## config.mk

```make
export PLATFORM = sky130hd
export DESIGN_NAME = rtc_alarm_time
export DESIGN_NICKNAME = d
export VERILOG_FILES = /design/src/rtl/rtc_pkg.sv /design/src/rtl/rtc_tick_gen.sv /design/src/rtl/rtc_bcd_counter.sv /design/src/rtl/rtc_alarm_time.sv
export SDC_FILE = /design/constraint.sdc
export NUM_CORES = 1
export LEC_CHECK = 0
export BUFFER_PORTS_ARGS = -buffer_cell sky130_fd_sc_hd__buf_2
export CAP_MARGIN = 0
export CORE_UTILIZATION = 40
export DETAILED_ROUTE_END_ITERATION = 16
export PLACE_DENSITY = 0.57
export SYNTH_ARGS = -nofsm -noshare
export SYNTH_HDL_FRONTEND = slang
export SYNTH_SLANG_ARGS = --single-unit
```

## constraint.sdc

```tcl
create_clock -name pclk -period 2.7 [get_ports pclk]
set_clock_uncertainty 0.15 [all_clocks]
set_input_delay 0.27 -clock pclk [delete_from_list [all_inputs] [get_ports pclk]]
set_output_delay 0.27 -clock pclk [all_outputs]
set_load 0.05 [all_outputs]
```

## src/rtl/rtc_pkg.sv

```systemverilog
package rtc_pkg;

	// ----------------------------------------------------------------
	// register map (byte addresses)
	// ----------------------------------------------------------------
	localparam logic [11:0] CTRL_OFFSET  = 12'h000;
	localparam logic [11:0] ALARM_OFFSET = 12'h004;
	localparam logic [11:0] TIME_OFFSET  = 12'h008;
	localparam logic [11:0] ALTIM_OFFSET = 12'h00C;

	// ----------------------------------------------------------------
	// field positions
	// ----------------------------------------------------------------
	localparam int CTRL_ON_BIT     = 15;
	localparam int CTRL_WREN_BIT   = 3;
	localparam int ALARM_EN_BIT    = 15;
	localparam int ALARM_ENDLESS_REPEAT_BIT = 14;
	localparam int ALARM_SYNC_BIT  = 12;

	// ----------------------------------------------------------------
	// reset values and counts
	// ----------------------------------------------------------------
	localparam logic [7:0]  RPT_RESET   = 8'h00;
	localparam logic [7:0]  RPT_MAX     = 8'hFF;
	localparam logic [23:0] TIME_RESET  = 24'h00_0000;
	localparam int          CLK_HZ      = 20_000_000;
	localparam int          TICK_CYCLES = CLK_HZ;
	localparam logic [3:0]  BCD_NINE    = 4'h9;
	localparam logic [3:0]  BCD_FIVE    = 4'h5;
	localparam logic [3:0]  BCD_TWO     = 4'h2;
	localparam logic [3:0]  BCD_THREE   = 4'h3;

	typedef struct packed {
		logic [3:0] hours_tens;
		logic [3:0] hours_units;
		logic [3:0] minutes_tens;
		logic [3:0] minutes_units;
		logic [3:0] seconds_tens;
		logic [3:0] seconds_units;
	} bcd_time_s;

endpackage : rtc_pkg

```

## src/rtl/rtc_tick_gen.sv

```systemverilog
`timescale 1ns/1ps
module rtc_tick_gen #(
	parameter int TICK_CYCLES = rtc_pkg::TICK_CYCLES
) (
	input  wire logic pclk,
	input  wire logic presetn,
	input  wire logic run,
	output logic      tick
);
	logic [31:0] cnt_q;

	// restarting on stop keeps the first second full length after switch-on
	always_ff @(posedge pclk or negedge presetn) begin
		if (!presetn) begin
			cnt_q <= 32'h0000_0000;
			tick  <= 1'b0;
		end else if (!run) begin
			cnt_q <= 32'h0000_0000;
			tick  <= 1'b0;
		end else if (cnt_q == 32'(TICK_CYCLES - 1)) begin
			cnt_q <= 32'h0000_0000;
			tick  <= 1'b1;
		end else begin
			cnt_q <= cnt_q + 32'h0000_0001;
			tick  <= 1'b0;
		end
	end
endmodule : rtc_tick_gen

```

## src/rtl/rtc_bcd_counter.sv

```systemverilog
`timescale 1ns/1ps
module rtc_bcd_counter (
	input  wire logic               pclk,
	input  wire logic               presetn,
	input  wire logic               tick,
	input  wire logic               load,
	input  wire rtc_pkg::bcd_time_s load_val,
	output rtc_pkg::bcd_time_s      time_q
);
	rtc_pkg::bcd_time_s time_d;

	always_comb begin
		time_d = time_q;
		if (time_q.seconds_units != rtc_pkg::BCD_NINE) begin
			time_d.seconds_units = time_q.seconds_units + 4'h1;
		end else begin
			time_d.seconds_units = 4'h0;
			if (time_q.seconds_tens != rtc_pkg::BCD_FIVE) begin
				time_d.seconds_tens = time_q.seconds_tens + 4'h1;
			end else begin
				time_d.seconds_tens = 4'h0;
				if (time_q.minutes_units != rtc_pkg::BCD_NINE) begin
					time_d.minutes_units = time_q.minutes_units + 4'h1;
				end else begin
					time_d.minutes_units = 4'h0;
					if (time_q.minutes_tens != rtc_pkg::BCD_FIVE) begin
						time_d.minutes_tens = time_q.minutes_tens + 4'h1;
					end else begin
						time_d.minutes_tens = 4'h0;
						// 23 -> 00 before the plain units carry
						if (time_q.hours_tens == rtc_pkg::BCD_TWO &&
						    time_q.hours_units == rtc_pkg::BCD_THREE) begin
							time_d.hours_tens  = 4'h0;
							time_d.hours_units = 4'h0;
						end else if (time_q.hours_units != rtc_pkg::BCD_NINE) begin
							time_d.hours_units = time_q.hours_units + 4'h1;
						end else begin
							time_d.hours_units = 4'h0;
							time_d.hours_tens  = time_q.hours_tens + 4'h1;
						end
					end
				end
			end
		end
	end

	// a software load wins over a tick in the same cycle
	always_ff @(posedge pclk or negedge presetn) begin
		if (!presetn) begin
			time_q <= rtc_pkg::TIME_RESET;
		end else if (load) begin
			time_q <= load_val;
		end else if (tick) begin
			time_q <= time_d;
		end
	end
endmodule : rtc_bcd_counter

```

## src/rtl/rtc_alarm_time.sv

```systemverilog
`timescale 1ns/1ps
// How it works
// 8-bit repeat count; 0xFF gives 256 alarms, 0x00 gives one.
// each alarm event lowers the repeat count by one.
// count wraps 0x00 to 0xFF only with endless repeat set.
// event at count zero without endless repeat clears alarm enable.
// software avoids writing repeat count while on and sync flag set.
// alarm control is cleared only by power-on reset.
// hours in BCD, tens 0..2 in bits 31:28, units in 27:24.
// minutes in BCD, tens 0..5 in 23:20, units in 19:16.
// seconds in BCD, tens 0..5 in 15:12, units in 11:8.
// lowest byte of the time register reads zero.
// time writes are taken only while clock write enable is one.
// time advances once per second with decimal carries, 23:59:59 to 00:00:00.
// alarm event fires when enabled and running time matches alarm time.
module rtc_alarm_time #(
	parameter int TICK_CYCLES = rtc_pkg::TICK_CYCLES
) (
	input  wire logic        pclk,
	input  wire logic        presetn,
	input  wire logic        psel,
	input  wire logic        penable,
	input  wire logic        pwrite,
	input  wire logic [11:0] paddr,
	input  wire logic [31:0] pwdata,
	output logic      [31:0] prdata,
	output logic             pready,
	output logic             pslverr,
	output logic             alarm_event
);

	// ----------------------------------------------------------------
	// state
	// ----------------------------------------------------------------
	logic               module_on_q;
	logic               clock_write_enable_q;
	logic               alarm_enable_q;
	logic               endless_repeat_q;
	logic               alarm_sync_flag_q;
	logic [7:0]         alarm_repeat_count_q;
	logic [23:0]        alarm_time_q;
	rtc_pkg::bcd_time_s time_q;
	logic               tick;
	logic               match_seen_q;
	logic               wr_en;
	logic               rd_en;
	logic               fire;
	logic               time_load;

	function automatic logic hit(input logic [11:0] a, input logic [11:0] off);
		hit = (a == off);
	endfunction : hit

	function automatic logic mapped(input logic [11:0] a);
		mapped = hit(a, rtc_pkg::CTRL_OFFSET) || hit(a, rtc_pkg::ALARM_OFFSET) ||
		         hit(a, rtc_pkg::TIME_OFFSET) || hit(a, rtc_pkg::ALTIM_OFFSET);
	endfunction : mapped

	// ----------------------------------------------------------------
	// bus
	// ----------------------------------------------------------------
	// the slave answers in the first access cycle, so no wait states
	assign wr_en = psel && penable && pwrite && pready;
	assign rd_en = psel && !penable && !pwrite;

	always_ff @(posedge pclk or negedge presetn) begin
		if (!presetn) begin
			pready <= 1'b0;
		end else begin
			pready <= psel && !penable;
		end
	end

	always_ff @(posedge pclk or negedge presetn) begin
		if (!presetn) begin
			pslverr <= 1'b0;
		end else begin
			pslverr <= psel && !penable && !mapped(paddr);
		end
	end

	always_ff @(posedge pclk or negedge presetn) begin
		if (!presetn) begin
			prdata <= 32'h0000_0000;
		end else if (rd_en) begin
			prdata <= 32'h0000_0000;
			if (hit(paddr, rtc_pkg::CTRL_OFFSET)) begin
				prdata[rtc_pkg::CTRL_ON_BIT]   <= module_on_q;
				prdata[rtc_pkg::CTRL_WREN_BIT] <= clock_write_enable_q;
			end else if (hit(paddr, rtc_pkg::ALARM_OFFSET)) begin
				prdata[rtc_pkg::ALARM_EN_BIT]    <= alarm_enable_q;
				prdata[rtc_pkg::ALARM_ENDLESS_REPEAT_BIT] <= endless_repeat_q;
				prdata[rtc_pkg::ALARM_SYNC_BIT]  <= alarm_sync_flag_q;
				prdata[7:0]                      <= alarm_repeat_count_q;
			end else if (hit(paddr, rtc_pkg::TIME_OFFSET)) begin
				prdata[31:8] <= time_q;
				prdata[7:0]  <= 8'h00;
			end else if (hit(paddr, rtc_pkg::ALTIM_OFFSET)) begin
				prdata[31:8] <= alarm_time_q;
			end
		end
	end

	// ----------------------------------------------------------------
	// clock control
	// ----------------------------------------------------------------
	always_ff @(posedge pclk or negedge presetn) begin
		if (!presetn) begin
			module_on_q          <= 1'b0;
			clock_write_enable_q <= 1'b0;
		end else if (wr_en && hit(paddr, rtc_pkg::CTRL_OFFSET)) begin
			module_on_q          <= pwdata[rtc_pkg::CTRL_ON_BIT];
			clock_write_enable_q <= pwdata[rtc_pkg::CTRL_WREN_BIT];
		end
	end

	// ----------------------------------------------------------------
	// time of day
	// ----------------------------------------------------------------
	assign time_load = wr_en && hit(paddr, rtc_pkg::TIME_OFFSET) &&
	                   clock_write_enable_q;

	rtc_tick_gen #(
		.TICK_CYCLES(TICK_CYCLES)
	) u_tick (
		.pclk    (pclk),
		.presetn (presetn),
		.run     (module_on_q),
		.tick    (tick)
	);

	rtc_bcd_counter u_count (
		.pclk     (pclk),
		.presetn  (presetn),
		.tick     (tick),
		.load     (time_load),
		.load_val (rtc_pkg::bcd_time_s'(pwdata[31:8])),
		.time_q   (time_q)
	);

	// ----------------------------------------------------------------
	// alarm match
	// ----------------------------------------------------------------
	// one event per match: the time holds a value for a whole second
	assign fire = module_on_q && alarm_enable_q && (time_q == alarm_time_q) &&
	              !match_seen_q;

	always_ff @(posedge pclk or negedge presetn) begin
		if (!presetn) begin
			match_seen_q <= 1'b0;
		end else begin
			match_seen_q <= (time_q == alarm_time_q);
		end
	end

	always_ff @(posedge pclk or negedge presetn) begin
		if (!presetn) begin
			alarm_event <= 1'b0;
		end else begin
			alarm_event <= fire;
		end
	end

	always_ff @(posedge pclk or negedge presetn) begin
		if (!presetn) begin
			alarm_time_q <= rtc_pkg::TIME_RESET;
		end else if (wr_en && hit(paddr, rtc_pkg::ALTIM_OFFSET)) begin
			alarm_time_q <= pwdata[31:8];
		end
	end

	// sync flag: set while the alarm is armed and running, so software
	// knows the repeat count may change under it
	always_ff @(posedge pclk or negedge presetn) begin
		if (!presetn) begin
			alarm_sync_flag_q <= 1'b0;
		end else begin
			alarm_sync_flag_q <= module_on_q && alarm_enable_q;
		end
	end

	// ----------------------------------------------------------------
	// alarm control
	// ----------------------------------------------------------------
	// presetn is the power-on reset; no other reset source reaches here
	always_ff @(posedge pclk or negedge presetn) begin
		if (!presetn) begin
			endless_repeat_q <= 1'b0;
		end else if (wr_en && hit(paddr, rtc_pkg::ALARM_OFFSET)) begin
			endless_repeat_q <= pwdata[rtc_pkg::ALARM_ENDLESS_REPEAT_BIT];
		end
	end

	// hardware clear beats a software write in the same cycle
	always_ff @(posedge pclk or negedge presetn) begin
		if (!presetn) begin
			alarm_enable_q <= 1'b0;
		end else if (fire && alarm_repeat_count_q == 8'h00 && !endless_repeat_q) begin
			alarm_enable_q <= 1'b0;
		end else if (wr_en && hit(paddr, rtc_pkg::ALARM_OFFSET)) begin
			alarm_enable_q <= pwdata[rtc_pkg::ALARM_EN_BIT];
		end
	end

	// the count is remaining repeats: n gives n+1 events in total
	always_ff @(posedge pclk or negedge presetn) begin
		if (!presetn) begin
			alarm_repeat_count_q <= rtc_pkg::RPT_RESET;
		end else if (fire) begin
			if (alarm_repeat_count_q != 8'h00) begin
				alarm_repeat_count_q <= alarm_repeat_count_q - 8'h01;
			end else if (endless_repeat_q) begin
				alarm_repeat_count_q <= rtc_pkg::RPT_MAX;
			end
		end else if (wr_en && hit(paddr, rtc_pkg::ALARM_OFFSET)) begin
			alarm_repeat_count_q <= pwdata[7:0];
		end
	end

endmodule : rtc_alarm_time

```

==> flow_summary_export.csv, run 1 <==
group,metric,value,unit
final_layout,n_antenna_cell,0,
place,io_buffers,83,
logic_synthesis,ys.flop_type,"dfrtp_1",
power,p_leak,3.67,nW
global_routing,grt_pass1_vias,5596,
clocking,clock_latency,420,ps
final_layout,area_growth,22.8,%
logic_synthesis,yosys.area_share.simple,0.191,
drt,first_iter_violations,395,
global_routing,grt_antenna_before_repair,0,
clocking,cts_resized,0,
clocking,cts_sinks,130,
die,fp.coreArea,16700,µm²
flow_run,maxCapViolations,0,
logic_synthesis,synth_edf_count,0,
drt,drcViolationCount,0,
die,die_area,17800,µm²
critical_path,cp_cell_sequence,"ha_1, inv_1, or4_1, nor4_1, xnor2_1, nor2_1",
hold_path,min_path_type,"in -> reg",
logic_synthesis,synth_mux_area_frac,0.0819,
critical_path,cp_slowest_cell,"or4_1",
drt,vias_per_cell,5.36,
clocking,numCtsBuffers,17,
logic_synthesis,synth_area,6890,µm²
logic_synthesis,synth_top_cell_area_share,0.472,
die,io_pins,84,
logic_synthesis,synth_xor_area_frac,0.0788,
final_layout,stdcell_area,8460,µm²
critical_path,start_kind,"flip-flop",
die,row_count,47,
drt,wirelength,17300,µm
status,status,"complete, no violations",
sta,finalHoldViolCount,0,
drt,vias,5563,
final_layout,postLayoutCoreUtil,0.507,
die,die_w,133,µm
sta,min_period,2400,ps
global_routing,grt_usage,0.207,
power,p_total,4.29,mW
sta,fmax,417,MHz
critical_path,crit_required,2840,ps
clocking,cts_setup_buffers,0,
clocking,cts_max_level,4,
final_layout,drive_gt1_frac,0.213,
clocking,holdBufCountCts,34,
clocking,tritoncts,"yes",
final_layout,fillCellCount,1589,
logic_synthesis,synthCells,689,
logic_synthesis,synth_top_family_by_area,"simple AND/OR/NAND/NOR gates",
sta,slew-limit-headroom,0.509,
sta,post-route-period-util,0.887,
logic_synthesis,synth-compound-area-share,0.124,
critical_path,critPathMaxStageDelay,760,ps
drt,postRouteAntennaNets,0,
global_routing,grt_overflow,0,
logic_synthesis,ys_seq_area_frac,0.472,
drt,dr.pass1.iters,5,
logic_synthesis,synth_cell_type_count,58,
logic_synthesis,ys_warn_count,0,
clocking,clockBufferDepth,2,
logic_synthesis,yosysTopAreaCell,"dfrtp_1",
logic_synthesis,synth-adder-area-share,0.0127,
logic_synthesis,synth-seq-cells,130,
clocking,clk_pin_slew_worst_paths,60,ps
logic_synthesis,synth_area_leaders,"dfrtp_1 47%, mux2_4 4.4%, xor2_1 4.3%, nor2_1 3.9%, xnor2_1 3.6%",
place,hpwl,11900,µm
clocking,clockRootBuffer,"clkbuf_16",
sta,setup_viol,0,
logic_synthesis,synthArstFlopShare,1.00,
critical_path,worstPathMaxFanout,11,
power,irDropWorstVdd,473,µV
sta,setup_ws,305,ps
final_layout,fin_nets,862,
drt,wire_per_inst,16.6,µm
logic_synthesis,syn_area_per_cell,10.0,µm²
sta,slew_violations,0,
place,pre_cts_ws,183,ps
sta,worstMarginPinSlew,731,ps
logic_synthesis,syn_nets,745,
critical_path,path_class,"reg -> reg",
critical_path,cp_data_arrival_time,2540,ps
place,postPlaceCellArea,7580,µm²
die,floorplan.initialDensity,0.413,
place,gp_routability_congestion,0.847,
power,power_density,507,nW/µm²
sta,rsz0062_at_grt,"false",
global_routing,grt_max_degree,49,
critical_path,worstSetupEndpointType,"flip-flop",
sta,fin_tns_setup,0,ps
global_routing,grt_pass1_wl,28700,µm
die,die_h,133,µm
## cell usage after synthesis (10+ instances only)
cell type and number:
a21oi_1 30, a22o_1 10, a22oi_1 22, and3_1 10
clkbuf_1 29, dfrtp_1 130, inv_1 17, mux2_4 20
mux2i_1 14, nand2_1 56, nand3_1 17, nand4_1 14
nor2_1 72, nor3_1 15, nor4_1 24, o21ai_0 35
xnor2_1 28, xor2_1 34
## cell type report
class / count / area (µm²) / area share
timing repair buffer: 138 / 941 / 0.111
clock buffer: 24 / 492 / 0.0581
multi-input combinational: 502 / 3380 / 0.400
sequential: 130 / 3250 / 0.384
inverter: 17 / 63.8 / 0.00754
clock inverter: 6 / 55.1 / 0.00650
tap: 220 / 275 / 0.0325
## final timing paths
check | cells past startpoint | from | to | slack, ps
max in group asynchronous | 3 | presetn | u_count.time_q[3]$_DFFE_PN0N_ | 1390
worst max-delay path | 6 | u_tick.cnt_q[0]$_DFF_PN0_ | u_tick.cnt_q[22]$_DFF_PN0_ | 300
worst min-delay path | 2 | pwdata[15] | alarm_time_q[7]$_DFFE_PN0P_ | 50
worst min register to register | 2 | prdata[14]$_DFFE_PN0P_ | prdata[14]$_DFFE_PN0P_ | 320
min in group asynchronous | 2 | presetn | prdata[5]$_DFFE_PN0P_ | 280
worst max register to register | 6 | u_tick.cnt_q[0]$_DFF_PN0_ | u_tick.cnt_q[22]$_DFF_PN0_ | 300
## worst max-delay path: cells and delay by family (launching register included)
| family | cells | cell delay [ps] |
|---|---|---|
| fa+ha+maj | 1 | 220 |
| flops | 1 | 380 |
| xor+xnor | 1 | 180 |
| buf+inv | 1 | 80 |
| simple gates | 3 | 1250 |
## kinds of logic after synthesis
group,Yosys count
XOR/XNOR,62
buffers and inverters,57
AND/OR/NAND/NOR,256
AO/OA/AOI/OAI,133
multiplexers,44
adder cells (fa/ha/maj),7
flip-flops,130
## through the flow
step | std cells | hold WS, ps
4_1_cts | 1037 | 30.8
2_1_floorplan | 689 | -176
6_report | 1037 | 47.4
3_5_place_dp | 973 | 202
3_3_place_gp | 973 | 192
5_1_grt | 1037 | 49.0
## metal layers
metal / GRT usage / vias to the layer above / part of all wire
li1: - / 2693 / -
met5: 0 / - / 0
met2: 0.323 / 112 / 0.46
met1: 0.287 / 2738 / 0.48
met4: 0.0751 / 0 / 0.016
met3: 0.0400 / 20 / 0.040
## flip-flops by register name, indices dropped and copies added, names as in the netlist
register and flops:
prdata 32, clock_write_enable_q 1, u_count.time_q 24, u_tick.cnt_q 32
alarm_enable_q 1, alarm_event 1, alarm_sync_flag_q 1, match_seen_q 1
alarm_time_q 24, alarm_repeat_count_q 8, module_on_q 1, pslverr 1
endless_repeat_q 1, u_tick.tick 1, pready 1
## power breakdown
part	internal, mW	switching [mW]
clock	1.34	0.825
sequential	1.95	0.00117
combinational	0.0754	0.0970
## cell usage in the layout (no fill, tap or decap), types with 22 or more instances in the layout
cell type | netlist | layout
buf_2 | 4 | 82
dlygate4sd3_1 | 0 | 34
o21ai_0 | 35 | 35
xnor2_1 | 28 | 28
dfrtp_1 | 130 | 130
xor2_1 | 34 | 34
a21oi_1 | 30 | 30
a22oi_1 | 22 | 22
nor2_1 | 72 | 72
nor4_1 | 24 | 24
nand2_1 | 56 | 56
Note: power is estimated with default switching activity, not from simulation.
==> inputs of run 2 (changes only) <==
Settings changed: SYNTH_HIERARCHICAL set to 1.
==> flow_summary_export.csv, run 2 <==
group,metric,value,unit
critical_path,path_class,"reg -> reg",
sta,min_period,2510,ps
die,die_h,136,µm
power,swShare,0.218,
clocking,clock_latency,420,ps
logic_synthesis,ys_seq_area_frac,0.453,
final_layout,area_growth,23.3,%
logic_synthesis,synthMostInstantiatedCell,"dfrtp_1",
logic_synthesis,synth_area_leaders,"dfrtp_1 45%, mux2i_1 4.9%, xor2_1 3.5%, nand2_1 3.5%, mux2_2 3.1%",
logic_synthesis,ys_warn_count,6,
global_routing,grt_pass1_wl,30200,µm
clocking,clockBufferDepth,2,
logic_synthesis,synthArstFlopShare,1.00,
sta,finalHoldViolCount,0,
logic_synthesis,synthCells,698,
clocking,clockRootBuffer,"clkbuf_16",
drt,wirelength,18200,µm
final_layout,drive_gt1_frac,0.224,
critical_path,reg2reg_from,"alarm_repeat_count_q[0]$_DFFE_PN0P_",
critical_path,crit_start,"alarm_repeat_count_q[0]$_DFFE_PN0P_",
logic_synthesis,synth_edf_count,0,
final_layout,n_antenna_cell,0,
drt,dr.pass1.iters,5,
sta,fmax,398,MHz
critical_path,worstSetupEndpointType,"flip-flop",
drt,vias,5949,
logic_synthesis,synth_area,7180,µm²
sta,post-route-period-util,0.930,
power,intPower,3.43,mW
critical_path,cp_data_arrival_time,2650,ps
drt,first_iter_violations,288,
power,power_density,496,nW/µm²
global_routing,grt_pass1_vias,5789,
die,die_area,18500,µm²
critical_path,r2r_end,"alarm_repeat_count_q[6]$_DFFE_PN0P_",
status,status,"complete, no violations",
place,io_buffers,83,
flow_run,maxCapViolations,0,
power,power.switching,0.956,mW
clocking,tritoncts,"yes",
die,fp.coreArea,17400,µm²
place,gp_routability_congestion,0.850,
sta,fin_tns_setup,0,ps
die,row_count,48,
die,io_pins,84,
drt,drcViolationCount,0,
final_layout,largestRegisters,"prdata (32), u_tick/cnt_q (32)",
logic_synthesis,ys.flop_type,"dfrtp_1",
global_routing,grt_antenna_before_repair,0,
power,p_comb_frac,0.043,
critical_path,start_kind,"flip-flop",
logic_synthesis,synth_top_cell_area_share,0.453,
logic_synthesis,synth-seq-cells,130,
power,irDropWorstVdd,447,µV
logic_synthesis,ys_top_cells_by_count,"130 x dfrtp_1, 66 x nand2_1, 35 x mux2i_1",
power,p_total,4.39,mW
critical_path,crit_required,2840,ps
sta,slew_violations,0,
sta,rsz0062_at_grt,"false",
clocking,cts_max_level,4,
final_layout,mostFrequentLayoutCells,"130 x dfrtp_1, 82 x buf_2, 66 x nand2_1",
final_layout,fin_nets,878,
die,floorplan.initialDensity,0.412,
final_layout,final_common_cell,"dfrtp_1",
clocking,cts_sinks,130,
global_routing,grt_max_degree,53,
power,p_leak,3.94,nW
place,hpwl,12700,µm
critical_path,worstPathMaxFanout,7,
clocking,numCtsBuffers,17,
logic_synthesis,synth_cell_type_count,86,
global_routing,grt_overflow,0,
clocking,clk_pin_slew_worst_paths,60,ps
sta,worstMarginPinSlew,626,ps
drt,wire_per_inst,17.2,µm
critical_path,ff2ff_setup_slack,190,ps
die,die_w,136,µm
drt,postRouteAntennaNets,0,
power,clockPowerShare,0.512,
sta,setup_viol,0,
logic_synthesis,syn_nets,754,
logic_synthesis,syn_area_per_cell,10.3,µm²
critical_path,r2r_cells,7,
drt,vias_per_cell,5.61,
critical_path,crit_path_end,"alarm_repeat_count_q[6]$_DFFE_PN0P_",
clocking,holdBufCountCts,37,
sta,slew-limit-headroom,0.580,
power,pwr-share-seq,0.445,
global_routing,grt_usage,0.211,
hold_path,min_path_type,"in -> reg",
logic_synthesis,yosysTopAreaCell,"dfrtp_1",
clocking,cts_setup_buffers,0,
clocking,cts_resized,0,
[run 2: cell types whose count changed after synthesis, sizes merged, moves of 6 or more]
| cell | previous run | this run |
|---|---|---|
| nor2 | 72 | 27 |
| mux2i | 14 | 35 |
| a22oi | 22 | 2 |
| xnor2 | 28 | 11 |
| clkbuf | 32 | 17 |
| a211oi | 1 | 13 |
| buf | 8 | 20 |
| nand2 | 56 | 68 |
| o31ai | 5 | 17 |
| or4 | 6 | 17 |
| and4 | 3 | 11 |
| nand4 | 14 | 20 |
| nor3 | 16 | 22 |
[run 2: cells by family after synthesis]
logic type / Yosys count / share of synthesized area
multiplexers: 65 / 0.0975
AND/OR/NAND/NOR: 257 / 0.215
AO/OA/AOI/OAI: 147 / 0.139
buffers and inverters: 52 / 0.0342
XOR/XNOR: 40 / 0.0488
flip-flops: 130 / 0.453
adder cells (fa/ha/maj): 7 / 0.0122
[run 2: through the flow]
step                 util  instance area, µm²  instances  setup slack (ps)  hold WS [ps]
global route        0.508                8850       1060              18.2          32.2
CTS                 0.508                8850       1060               164          28.4
floorplan               -                7180        698               134          -176
finish              0.508                8850       1060               189          59.3
detailed placement  0.454                7910        991               171           147
global placement    0.454                7910        991               236           140
[run 2: critical path: stages, from the launching register on]
cell and delay [ps]:
dfrtp_1 430, inv_1 160, ha_1 250, or4b_4 540, nor3_4 280, a211oi_1 90, a2111oi_0 410, a21oi_1 70
[run 2: per-layer routing]
| metal | GRT usage | part of all wire | up-vias |
|---|---|---|---|
| li1 | - | - | 2885 |
| met3 | 0.0343 | 0.034 | 19 |
| met2 | 0.322 | 0.45 | 131 |
| met5 | 0 | 0 | - |
| met1 | 0.299 | 0.50 | 2914 |
| met4 | 0.0790 | 0.016 | 0 |
[run 2: worst min path at each step]
stage | from | end | slack (ps) | cells after the start
3_3_place_gp | presetn | u_count/time_q[21]$_DFFE_PN0P_ | 140 | 1
4_1_cts | pwdata[4] | alarm_repeat_count_q[4]$_DFFE_PN0P_ | 30 | 3
2_1_floorplan | presetn | alarm_enable_q$_DFFE_PN0P_ | -180 | 0
5_1_grt | pwdata[4] | alarm_repeat_count_q[4]$_DFFE_PN0P_ | 30 | 3
6_report | pwdata[4] | alarm_repeat_count_q[4]$_DFFE_PN0P_ | 60 | 3
3_5_place_dp | presetn | u_count/time_q[21]$_DFFE_PN0P_ | 150 | 1
[run 2: power by group through the flow]
stage / Combinational [mW] / Sequential (mW) / Clock [mW]
global route: 0.209 / 1.95 / 2.38
CTS: 0.194 / 1.95 / 2.30
finish: 0.189 / 1.95 / 2.25
detailed placement: 0.153 / 1.99 / 0
global placement: 0.152 / 1.99 / 0
floorplan: 0.0378 / 1.99 / 0
[run 2: layout make-up]
class | count | area (µm²)
Clock buffer | 22 | 464
Clock inverter | 10 | 109
Fill cell | 1606 | 8570
Inverter | 15 | 56.3
Multi-Input combinational cell | 516 | 3680
Sequential cell | 130 | 3250
Tap cell | 225 | 282
Timing Repair Buffer | 142 | 1000
